**src/rtl/brte_regs.vh**
```
`ifndef BRTE_REGS_VH
`define BRTE_REGS_VH

// tap controller state codes
`define BRTE_TAP_TLR      4'h0
`define BRTE_TAP_RTI      4'h1
`define BRTE_TAP_SELDR    4'h2
`define BRTE_TAP_CAPDR    4'h3
`define BRTE_TAP_SHDR     4'h4
`define BRTE_TAP_EX1DR    4'h5
`define BRTE_TAP_PAUSEDR  4'h6
`define BRTE_TAP_EX2DR    4'h7
`define BRTE_TAP_UPDR     4'h8
`define BRTE_TAP_SELIR    4'h9
`define BRTE_TAP_CAPIR    4'ha
`define BRTE_TAP_SHIR     4'hb
`define BRTE_TAP_EX1IR    4'hc
`define BRTE_TAP_PAUSEIR  4'hd
`define BRTE_TAP_EX2IR    4'he
`define BRTE_TAP_UPIR     4'hf

// instruction register
`define BRTE_IR_WIDTH     8
`define BRTE_IR_CAPTURE   8'h81
`define BRTE_IR_RESET     8'hff
`define BRTE_OP_EXTEST0   7'h00
`define BRTE_OP_SAMPLE    7'h02
`define BRTE_OP_EXTEST1   7'h03
`define BRTE_OP_HIGHZ     7'h06
`define BRTE_OP_CLAMP     7'h07
`define BRTE_OP_RUNTEST   7'h09
`define BRTE_OP_READN     7'h0a
`define BRTE_OP_READT     7'h0b
`define BRTE_OP_SELFTEST  7'h0c
`define BRTE_OP_BCRN      7'h0e
`define BRTE_OP_BCRT      7'h0f

// decoded instruction kinds
`define BRTE_KIND_BYPASS  3'h0
`define BRTE_KIND_EXTEST  3'h1
`define BRTE_KIND_SAMPLE  3'h2
`define BRTE_KIND_RUNTEST 3'h3
`define BRTE_KIND_READ    3'h4
`define BRTE_KIND_SELF    3'h5
`define BRTE_KIND_BCR     3'h6

// boundary control register and run-test opcodes
`define BRTE_BCR_WIDTH    4
`define BRTE_BCR_RESET    4'h0
`define BRTE_RUN_TOGGLE   2'h0
`define BRTE_RUN_PATTERN  2'h1
`define BRTE_RUN_SIG16    2'h2
`define BRTE_RUN_COMBINED 2'h3

// boundary chain layout
`define BRTE_CHAIN_WIDTH  18
`define BRTE_CELL_LE      17
`define BRTE_CELL_OEN     16

// wishbone register offsets (byte addresses)
`define BRTE_ADDR_CORE    8'h00
`define BRTE_ADDR_STATUS  8'h04
`define BRTE_ADDR_CHAIN   8'h08
`define BRTE_ADDR_SHADOW  8'h0c
`define BRTE_CORE_RESET   10'h100
`define BRTE_CORE_OEN     8
`define BRTE_CORE_LE      9

`endif

```
**src/rtl/brte_run_test_engine.v**
```verilog
// The placing of the registers and the Wishbone interface to the registers were decided locally.
`timescale 1ns/1ps
`default_nettype none
`include "brte_regs.vh"

module brte_run_test_engine (
  input  wire        clock,
  input  wire        rst,
  input  wire        tck,
  input  wire        tms,
  input  wire        tdi,
  output reg         tdoOut,
  output reg         tdoOe,
  input  wire [7:0]  dataIn,
  input  wire        pinOeN,
  input  wire        pinLe,
  output reg  [7:0]  dataOut,
  output reg         dataOe,
  output reg  [7:0]  coreIn,
  input  wire        wb_cyc_i,
  input  wire        wb_stb_i,
  input  wire        wb_we_i,
  input  wire [7:0]  wb_adr_i,
  input  wire [3:0]  wb_sel_i,
  input  wire [31:0] wb_dat_i,
  output reg  [31:0] wb_dat_o,
  output reg         wb_ack_o
);

  localparam CW = `BRTE_CHAIN_WIDTH;
  localparam BW = `BRTE_BCR_WIDTH;

  // 16-bit maximal length: x^16 + x^14 + x^13 + x^11 + 1
  function [15:0] step16;
    input [15:0] s;
    begin
      step16 = {s[14:0], s[15] ^ s[13] ^ s[12] ^ s[10]};
    end
  endfunction

  // 8-bit maximal length: x^8 + x^6 + x^5 + x^4 + 1
  function [7:0] step8;
    input [7:0] s;
    begin
      step8 = {s[6:0], s[7] ^ s[5] ^ s[4] ^ s[3]};
    end
  endfunction

  // bit 7 of the instruction is a don't care
  function [2:0] instrKind;
    input [7:0] ir;
    begin
      case (ir[6:0])
        `BRTE_OP_EXTEST0,
        `BRTE_OP_EXTEST1:  instrKind = `BRTE_KIND_EXTEST;
        `BRTE_OP_SAMPLE:   instrKind = `BRTE_KIND_SAMPLE;
        `BRTE_OP_RUNTEST:  instrKind = `BRTE_KIND_RUNTEST;
        `BRTE_OP_READN,
        `BRTE_OP_READT:    instrKind = `BRTE_KIND_READ;
        `BRTE_OP_SELFTEST: instrKind = `BRTE_KIND_SELF;
        `BRTE_OP_BCRN,
        `BRTE_OP_BCRT:     instrKind = `BRTE_KIND_BCR;
        default:           instrKind = `BRTE_KIND_BYPASS;
      endcase
    end
  endfunction

  function testMode;
    input [7:0] ir;
    begin
      case (ir[6:0])
        `BRTE_OP_EXTEST0, `BRTE_OP_EXTEST1, `BRTE_OP_HIGHZ, `BRTE_OP_CLAMP,
        `BRTE_OP_RUNTEST, `BRTE_OP_READT, `BRTE_OP_BCRT: testMode = 1'b1;
        default: testMode = 1'b0;
      endcase
    end
  endfunction

  // pin synchronisers; stage one feeds stage two only
  reg [12:0] pinMeta_r;
  reg [12:0] pinSync_r;
  reg        tckLast_r;

  always @(posedge clock or posedge rst) begin
    if (rst) begin
      pinMeta_r <= 13'h0000;
      pinSync_r <= 13'h0000;
      tckLast_r <= 1'b0;
    end else begin
      pinMeta_r <= {tck, tms, tdi, pinOeN, pinLe, dataIn};
      pinSync_r <= pinMeta_r;
      tckLast_r <= pinSync_r[12];
    end
  end

  wire       tckSync  = pinSync_r[12];
  wire       tmsSync  = pinSync_r[11];
  wire       tdiSync  = pinSync_r[10];
  wire       oeNSync  = pinSync_r[9];
  wire       leSync   = pinSync_r[8];
  wire [7:0] dataSync = pinSync_r[7:0];
  wire       tckRise  = tckSync & ~tckLast_r;
  wire       tckFall  = ~tckSync & tckLast_r;

  wire [3:0] tapState;

  // the tester moves tms after a fall, the controller steps on the next rise
  brte_tap_ctrl u_brte_tap_ctrl (
    .clock    (clock),
    .rst      (rst),
    .tckRise  (tckRise),
    .tmsSync  (tmsSync),
    .tapState (tapState)
  );

  reg [7:0]    irShift_r;
  reg [7:0]    instr_r;
  reg [CW-1:0] chain_r;
  reg [CW-1:0] shadow_r;
  reg [CW-1:0] shadow_nxt;
  reg [BW-1:0] bcr_r;
  reg          bypass_r;
  reg          runPend_r;
  reg [9:0]    core_r;

  wire [2:0] kind     = instrKind(instr_r);
  wire       inTest   = testMode(instr_r);
  wire [1:0] runOp    = bcr_r[1:0];
  wire       runNow   = (kind == `BRTE_KIND_RUNTEST) && (tapState == `BRTE_TAP_RTI);
  wire       boundary = (kind == `BRTE_KIND_EXTEST) || (kind == `BRTE_KIND_SAMPLE) ||
                        (kind == `BRTE_KIND_READ) || (kind == `BRTE_KIND_SELF);

  // next value of the chain's data cells for one run-test step
  reg [15:0] runStep;

  always @* begin
    runStep = chain_r[15:0];
    case (runOp)
      `BRTE_RUN_TOGGLE: runStep = {dataSync, ~chain_r[7:0]};
      `BRTE_RUN_PATTERN: runStep = step16(chain_r[15:0]);
      `BRTE_RUN_SIG16: runStep = step16(chain_r[15:0]) ^ {dataSync, 8'h00};
      `BRTE_RUN_COMBINED: runStep = {step8(chain_r[15:8]) ^ dataSync,
                                     step8(chain_r[7:0])};
      default: runStep = chain_r[15:0];
    endcase
  end

  // rising tck: capture, shift, run steps
  always @(posedge clock or posedge rst) begin
    if (rst) begin
      irShift_r <= `BRTE_IR_RESET;
      chain_r   <= {CW{1'b0}};
      bcr_r     <= `BRTE_BCR_RESET;
      bypass_r  <= 1'b0;
      runPend_r <= 1'b0;
    end else if (tckRise) begin
      runPend_r <= runNow;
      case (tapState)
        `BRTE_TAP_CAPIR: begin
          irShift_r <= `BRTE_IR_CAPTURE;
        end
        `BRTE_TAP_SHIR: begin
          irShift_r <= {tdiSync, irShift_r[7:1]};
        end
        `BRTE_TAP_CAPDR: begin
          case (kind)
            `BRTE_KIND_EXTEST,
            `BRTE_KIND_SAMPLE: chain_r <= {leSync, oeNSync, dataSync, core_r[7:0]};
            `BRTE_KIND_SELF:   chain_r <= ~shadow_r;
            // control register and boundary read keep their contents
            `BRTE_KIND_READ,
            `BRTE_KIND_BCR:    chain_r <= chain_r;
            default:           bypass_r <= 1'b0;
          endcase
        end
        `BRTE_TAP_SHDR: begin
          if (boundary) begin
            chain_r <= {tdiSync, chain_r[CW-1:1]};
          end else if (kind == `BRTE_KIND_BCR) begin
            bcr_r <= {tdiSync, bcr_r[BW-1:1]};
          end else begin
            bypass_r <= tdiSync;
          end
        end
        `BRTE_TAP_RTI: begin
          // control cells 17-16 are left out of every algorithm
          if (runNow) begin
            chain_r <= {chain_r[CW-1:16], runStep};
          end
        end
        default: begin
          chain_r <= chain_r;
        end
      endcase
    end
  end

  // shadow latches move on the falling tck after an extest or sample update, or a run step (cells 7-0 held in sig16)
  always @* begin
    shadow_nxt = shadow_r;
    if (tapState == `BRTE_TAP_UPDR &&
        (kind == `BRTE_KIND_EXTEST || kind == `BRTE_KIND_SAMPLE)) begin
      shadow_nxt = chain_r;
    end else if (runPend_r) begin
      shadow_nxt[15:8] = chain_r[15:8];
      if (runOp != `BRTE_RUN_SIG16) begin
        shadow_nxt[7:0] = chain_r[7:0];
      end else begin
        shadow_nxt[7:0] = shadow_r[7:0];
      end
    end
  end

  wire serialOut = (tapState == `BRTE_TAP_SHIR) ? irShift_r[0] :
                   boundary ? chain_r[0] :
                   (kind == `BRTE_KIND_BCR) ? bcr_r[0] : bypass_r;
  wire shifting  = (tapState == `BRTE_TAP_SHIR) || (tapState == `BRTE_TAP_SHDR);
  wire highZ     = (instr_r[6:0] == `BRTE_OP_HIGHZ);

  // falling tck: tdo, instruction update, shadows, test-mode pins
  always @(posedge clock or posedge rst) begin
    if (rst) begin
      tdoOut   <= 1'b0;
      tdoOe    <= 1'b0;
      instr_r  <= `BRTE_IR_RESET;
      shadow_r <= {CW{1'b0}};
      dataOut  <= 8'h00;
      dataOe   <= 1'b0;
      coreIn   <= 8'h00;
    end else begin
      if (tckFall) begin
        tdoOut   <= shifting ? serialOut : 1'b0;
        tdoOe    <= shifting;
        shadow_r <= shadow_nxt;
        if (tapState == `BRTE_TAP_TLR) begin
          instr_r <= `BRTE_IR_RESET;
        end else if (tapState == `BRTE_TAP_UPIR) begin
          instr_r <= irShift_r;
        end
        if (inTest) begin
          dataOut <= shadow_nxt[7:0];
          // output-enable cell is active low, as the pin it stands for
          dataOe  <= ~shadow_nxt[`BRTE_CELL_OEN] & ~highZ;
        end
      end
      // normal mode drives from the core directly; test mode waits for tck falls
      if (!inTest) begin
        dataOut <= core_r[7:0];
        dataOe  <= ~core_r[`BRTE_CORE_OEN];
        coreIn  <= dataSync;
      end else begin
        coreIn  <= shadow_r[15:8];
      end
    end
  end

  // wishbone slave: ack one cycle after the request, write on the ack edge
  wire wbReq = wb_cyc_i & wb_stb_i;

  always @(posedge clock or posedge rst) begin
    if (rst) begin
      wb_ack_o <= 1'b0;
      wb_dat_o <= 32'h00000000;
      core_r   <= `BRTE_CORE_RESET;
    end else begin
      wb_ack_o <= wbReq & ~wb_ack_o;
      if (wbReq && !wb_ack_o) begin
        case (wb_adr_i)
          `BRTE_ADDR_CORE:   wb_dat_o <= {22'h000000, core_r};
          `BRTE_ADDR_STATUS: wb_dat_o <= {10'h000, runNow, inTest, bcr_r, instr_r,
                                          kind, 1'b0, tapState};
          `BRTE_ADDR_CHAIN:  wb_dat_o <= {14'h0000, chain_r};
          `BRTE_ADDR_SHADOW: wb_dat_o <= {14'h0000, shadow_r};
          default:           wb_dat_o <= 32'h00000000;
        endcase
      end
      if (wbReq && wb_ack_o && wb_we_i && wb_adr_i == `BRTE_ADDR_CORE) begin
        if (wb_sel_i[0]) begin
          core_r[7:0] <= wb_dat_i[7:0];
        end
        if (wb_sel_i[1]) begin
          core_r[9:8] <= wb_dat_i[9:8];
        end
      end
    end
  end

endmodule // brte_run_test_engine
`default_nettype wire

```
**src/rtl/brte_tap_ctrl.v**
```verilog
`timescale 1ns/1ps
`default_nettype none
`include "brte_regs.vh"

module brte_tap_ctrl (
  input  wire       clock,
  input  wire       rst,
  input  wire       tckRise,
  input  wire       tmsSync,
  output wire [3:0] tapState
);

  localparam TLR     = `BRTE_TAP_TLR;
  localparam RTI     = `BRTE_TAP_RTI;
  localparam SELDR   = `BRTE_TAP_SELDR;
  localparam CAPDR   = `BRTE_TAP_CAPDR;
  localparam SHDR    = `BRTE_TAP_SHDR;
  localparam EX1DR   = `BRTE_TAP_EX1DR;
  localparam PAUSEDR = `BRTE_TAP_PAUSEDR;
  localparam EX2DR   = `BRTE_TAP_EX2DR;
  localparam UPDR    = `BRTE_TAP_UPDR;
  localparam SELIR   = `BRTE_TAP_SELIR;
  localparam CAPIR   = `BRTE_TAP_CAPIR;
  localparam SHIR    = `BRTE_TAP_SHIR;
  localparam EX1IR   = `BRTE_TAP_EX1IR;
  localparam PAUSEIR = `BRTE_TAP_PAUSEIR;
  localparam EX2IR   = `BRTE_TAP_EX2IR;
  localparam UPIR    = `BRTE_TAP_UPIR;

  reg [3:0] state_r;
  reg [3:0] state_nxt;

  always @* begin
    case (state_r)
      TLR:     state_nxt = tmsSync ? TLR : RTI;
      RTI:     state_nxt = tmsSync ? SELDR : RTI;
      SELDR:   state_nxt = tmsSync ? SELIR : CAPDR;
      CAPDR:   state_nxt = tmsSync ? EX1DR : SHDR;
      SHDR:    state_nxt = tmsSync ? EX1DR : SHDR;
      EX1DR:   state_nxt = tmsSync ? UPDR : PAUSEDR;
      PAUSEDR: state_nxt = tmsSync ? EX2DR : PAUSEDR;
      EX2DR:   state_nxt = tmsSync ? UPDR : SHDR;
      UPDR:    state_nxt = tmsSync ? SELDR : RTI;
      SELIR:   state_nxt = tmsSync ? TLR : CAPIR;
      CAPIR:   state_nxt = tmsSync ? EX1IR : SHIR;
      SHIR:    state_nxt = tmsSync ? EX1IR : SHIR;
      EX1IR:   state_nxt = tmsSync ? UPIR : PAUSEIR;
      PAUSEIR: state_nxt = tmsSync ? EX2IR : PAUSEIR;
      EX2IR:   state_nxt = tmsSync ? UPIR : SHIR;
      UPIR:    state_nxt = tmsSync ? SELDR : RTI;
      default: state_nxt = TLR;
    endcase
  end

  // advances only on a rising tck edge, with tms sampled there
  always @(posedge clock or posedge rst) begin
    if (rst) begin
      state_r <= TLR;
    end else if (tckRise) begin
      state_r <= state_nxt;
    end
  end

  assign tapState = state_r;

endmodule // brte_tap_ctrl
`default_nettype wire

```
**config.mk**
```make
export PLATFORM = sky130hd
export DESIGN_NAME = brte_run_test_engine
export DESIGN_NICKNAME = d
export VERILOG_FILES = /design/src/rtl/brte_run_test_engine.v /design/src/rtl/brte_tap_ctrl.v
export VERILOG_INCLUDE_DIRS = /design/src /design/src/rtl
export SDC_FILE = /design/constraint.sdc
export NUM_CORES = 1
export LEC_CHECK = 0
export BUFFER_PORTS_ARGS = -buffer_cell sky130_fd_sc_hd__buf_2
export CAP_MARGIN = 20
export CELL_PAD_IN_SITES_DETAIL_PLACEMENT = 1
export CELL_PAD_IN_SITES_GLOBAL_PLACEMENT = 2
export CORE_MARGIN = 2
export CORE_UTILIZATION = 36
export CTS_CLUSTER_SIZE = 25
export DETAILED_ROUTE_END_ITERATION = 8
export PLACE_DENSITY = 0.91
export SLEW_MARGIN = 20
export SYNTH_ARGS = -nofsm -noshare
export SYNTH_HDL_FRONTEND = slang
export SYNTH_SLANG_ARGS = --single-unit
```
**constraint.sdc**
```tcl
create_clock -name clock -period 4.61 [get_ports clock]
set_input_delay 0.2305 -clock clock [delete_from_list [all_inputs] [get_ports clock]]
set_output_delay 0.2305 -clock clock [all_outputs]
set_load 0.01 [all_outputs]
```
==> summary.md <==
| Metric | Value |
|---|---|
| Worst min path class | primary input to async pin |
| Setup slack after layout | 1.35 ns |
| Area added between synthesis and finish | 18.0% |
| Type of element capturing the critical path | register |
| Post-place instance area | 7820 µm² |
| Compound-gate portion of the synthesized area | 16.5% |
| Total global routing track utilization | 20.4% |
| Initial standard-cell utilization of the core | 37.0% |
| Share of cells above drive strength 1 | 24.9% |
| Via total after detailed routing | 5800 |
| Synth top area share | 42.7% |
| Nets@finish | 858 |
| Total Die Area | 21300 µm² |
| Most repeated cell in the gate-level netlist after synthesis | sky130_fd_sc_hd__dfrtp_1 |
| Max-slew violations | 0 |
| Cell variety after synth | 70 |
| Final Skew | 0.0126 ns |
| Antenna violations before repair | 0 |
| DP Cell Count | 1024 |
| Combinational family with the most area after synthesis | compound AO/OA/AOI/OAI gates |
| Core footprint | 19700 µm² |
| Count of flip-flops with a built-in enable after synthesis | 0 |
| Net switching power of the design | 1.57 mW |
| Count of antenna-violating nets left after detailed routing | 0 |
| Worst path max stage delay | 0.62 ns |
| Mapped Cells | 724 |
| RSZ-0062 raised after global routing | no |
| Clock-pin transition on the worst setup and hold timing paths | 0.06 ns |
| Estimated wirelength of the detail-placed design | 13900 µm |
| Origin of the critical flop-to-flop path | instr_r[1]$_DFFE_PP1P_ |
| Cell taking the most area after synthesis | sky130_fd_sc_hd__dfrtp_1 |
| Latest clock arrival within the worst-skew pair | 0.43 ns |
| Summed negative setup slack over all endpoints | 0 ns |
| Relative slew slack | 38.8% |
| Chip Width | 146 µm |
| Worst-margin pin slew | 0.917 ns |
| Count of yosys warnings during synthesis | 0 |
| Count of buffers from port buffering | 79 |
| Largest fanout on the critical path | 12 |
| Total number of H-tree levels | 4 |
| Number of buffers created by CTS | 17 |
| Switching share of power | 35.8% |
| FFs w/ async S/R, synth | 100% |
| Hold Fails Final Rpt | 1 |
| Maximum number of pins on one net before global-route repair | 100 |
| XOR/XNOR share of the synthesized area | 1.39% |
| Worst ir drop on vdd | 0.266 mV |
| Hold Worst Slack | -0.00270 ns |
| Clk network pwr share | 33.5% |
| Post-CTS Setup Inserts | 0 |
| Total standard cell area after synthesis | 7270 µm² |
| Master cell of the clock root buffer | sky130_fd_sc_hd__clkbuf_16 |
| Crit-path cells | inv_1, ha_1, and2_4, o31ai_4, xnor2_1, nor2_1, o21a_1, mux2_2 |
| Commonest cells post-synth | 124 x sky130_fd_sc_hd__dfrtp_1, 68 x sky130_fd_sc_hd__nand2_1, 67 x sky130_fd_sc_hd__o21ai_0, 52 x sky130_fd_sc_hd__nor2_1, 41 x sky130_fd_sc_hd__a21oi_1 |
| Count of max-cap constraint violations | 0 |
| Leak Pwr | 3.74 nW |
| Outcome | complete, but fails checks |
| End of the worst register-to-register path | shadow_r[11]$_DFFE_PP0P_ |
| Mean number of vias per cell | 5.43 |
| Number of endpoints failing setup at the final stage | 0 |
| Number of sinks handled by clock tree synthesis | 141 |
| End-of-flow core utilization | 43.6% |
| Wire length of the first global-routing pass | 34100 µm |
| Synth top area cells | sky130_fd_sc_hd__dfrtp_1 43%, sky130_fd_sc_hd__mux2_2 6.2%, sky130_fd_sc_hd__dfstp_2 6.1%, sky130_fd_sc_hd__o21ai_0 4.6%, sky130_fd_sc_hd__mux2i_1 4.5% |
| Number of remaining DRC errors | 0 |
| Share of power burned in combinational logic | 27.3% |
| Post-route non-filler standard cell count | 1069 |
| Post-synthesis mux area share | 13.5% |
| Violations in the final reports | hold timing |
| Number of global-route vias before repair | 6081 |
| Pre-CTS setup slack | 1.43 ns |
| Average cell area after synthesis | 10.0 µm² |
| Number of fillers in the final layout | 2227 |
| Number of cell rows | 51 |
| Flop pwr share | 39.2% |
| Most used DFF post-synth | sky130_fd_sc_hd__dfrtp_1 |
| Cell-internal power | 2.82 mW |
| Drt first pass iters | 5 |
| Critical path class | register to register |
| Fmax | 307 MHz |
| Post-route cell area | 8570 µm² |
| Minimum setup slack among reg-to-reg paths | 1.35 ns |
| Clock tree from TritonCTS | yes |
| Post-Route WL | 21000 µm |
| Standard cell with the maximum stage delay on the critical path | sky130_fd_sc_hd__dfstp_2 |
| Maximum clock path buffer count | 2 |
| Area share of fa/ha/maj cells after synthesis | 0.861% |
| PD cells | 512 nW/µm² |
| Arrival time of data at the critical path endpoint | 3.57 ns |
| Worst endpoint required time | 4.92 ns |
| GR Overflow Total | 0 |
| Startpoint type of the worst setup path | register |
| Fraction of the cycle the final worst path needs | 70.6% |
| Count of cells along the worst register-to-register path | 8 |
| Simple-gate portion of the synthesized area | 13.0% |
| Gpl congestion | 0.846 |
| Sequential-to-total area share from yosys stat | 48.9% |
| Final total power | 4.39 mW |
| WL/cell | 19.7 µm |
| Seq cells post-synth | 141 |
| Die Height | 146 µm |
| Min Tclk post-route | 3.26 ns |
| IO Pins | 114 |
| Detailed Route Iter0 Violations | 390 |
| Number of antenna repair diodes | 0 |
[state kept, by name (all words and copies together) (netlist names)]
name / cells
coreIn: 8
tdoOe: 1
tckLast_r: 1
bypass_r: 1
dataOut: 8
pinSync_r: 13
instr_r: 8
wb_dat_o: 22
pinMeta_r: 13
u_brte_tap_ctrl.tapState: 4
bcr_r: 4
tdoOut: 1
runPend_r: 1
wb_ack_o: 1
chain_r: 18
core_r: 10
irShift_r: 8
dataOe: 1
shadow_r: 18
[metal layers]
layer  vias to the layer above  GRT usage (%)  share of wire (%)
met4                         0           8.35                3.1
li1                       2693              -                  -
met2                       149           33.9                 50
met5                         -              0                  0
met3                        36           4.06                4.4
met1                      2922           26.1                 43
[critical path, delay by kind of cell, from the launching register on]
kind	cells	cell delay (ns)
flip-flops	1	0.62
AO/OA/AOI/OAI	2	1.07
buffers and inverters	1	0.12
multiplexers	1	0.41
adder cells (fa/ha/maj)	1	0.21
AND/OR/NAND/NOR	2	0.42
XOR/XNOR	1	0.29
[worst max-delay path by stage]
stage | start | end | slack [ns]
floorplan | rst | bcr_r[0]$_DFFE_PP0P_ | 0.63
global placement | instr_r[1]$_DFFE_PP1P_ | shadow_r[13]$_DFFE_PP0P_ | 1.52
detailed placement | instr_r[1]$_DFFE_PP1P_ | shadow_r[11]$_DFFE_PP0P_ | 1.43
CTS | instr_r[1]$_DFFE_PP1P_ | shadow_r[11]$_DFFE_PP0P_ | 1.42
global route | instr_r[1]$_DFFE_PP1P_ | shadow_r[11]$_DFFE_PP0P_ | 1.20
finish | instr_r[1]$_DFFE_PP1P_ | shadow_r[11]$_DFFE_PP0P_ | 1.35
[cells in the final DEF, fill, tap and decap left out, types with 4 or more instances in the layout]
cell type / instances
sky130_fd_sc_hd__xnor2_1: 9
sky130_fd_sc_hd__mux2i_1: 33
sky130_fd_sc_hd__dfrtp_1: 124
sky130_fd_sc_hd__o211ai_1: 13
sky130_fd_sc_hd__inv_1: 28
sky130_fd_sc_hd__a21oi_1: 41
sky130_fd_sc_hd__nor3_1: 7
sky130_fd_sc_hd__nand2b_1: 5
sky130_fd_sc_hd__a31oi_1: 4
sky130_fd_sc_hd__o31ai_1: 9
sky130_fd_sc_hd__a22oi_1: 16
sky130_fd_sc_hd__mux2_2: 40
sky130_fd_sc_hd__conb_1: 10
sky130_fd_sc_hd__nand2_1: 68
sky130_fd_sc_hd__buf_2: 79
sky130_fd_sc_hd__clkbuf_16: 17
sky130_fd_sc_hd__dfstp_2: 17
sky130_fd_sc_hd__nand3_1: 24
sky130_fd_sc_hd__a221oi_1: 6
sky130_fd_sc_hd__buf_4: 9
sky130_fd_sc_hd__nor2_1: 52
sky130_fd_sc_hd__o21ai_0: 67
sky130_fd_sc_hd__dlygate4sd3_1: 13
sky130_fd_sc_hd__nor2b_1: 7
sky130_fd_sc_hd__and3_1: 7
sky130_fd_sc_hd__ha_1: 5
sky130_fd_sc_hd__mux2_1: 9
sky130_fd_sc_hd__o22ai_1: 12
sky130_fd_sc_hd__bufinv_16: 4
[power by group through the flow]
stage	Combinational, mW	Clock, mW	Sequential (mW)
3_5_place_dp	1.17	0	1.73
3_3_place_gp	1.12	0	1.72
6_report	1.20	1.47	1.72
2_1_floorplan	0.983	0	1.56
5_1_grt	1.33	1.55	1.75
4_1_cts	1.20	1.50	1.71
[repair_timing]
action	4_1_cts	5_1_grt
gates resized for setup	0	0
hold endpoints to repair	13	0
hold buffers	13	0
[cell families (layout without fill, tap and decap cells)]
family / Yosys count / count (layout)
buffers and inverters: 93 / 164
DFF: 141 / 141
other: 1 / 10
xor gates and xnor gates: 10 / 10
muxes: 87 / 87
adders and majority gates: 5 / 5
AOI/OAI and AO/OA: 192 / 192
and+or+nand+nor: 195 / 195
[final cells by class]
cell class / count / area [µm²] / share of cell area, %
Clock buffer: 21 / 450 / 5.26
Clock inverter: 11 / 170 / 1.99
Inverter: 31 / 121 / 1.42
Multi-Input combinational cell: 499 / 3350 / 39.1
Sequential cell: 141 / 3550 / 41.4
Tap cell: 265 / 332 / 3.87
Timing Repair Buffer: 101 / 593 / 6.92
No activity file was read; power rests on OpenSTA's default activity.
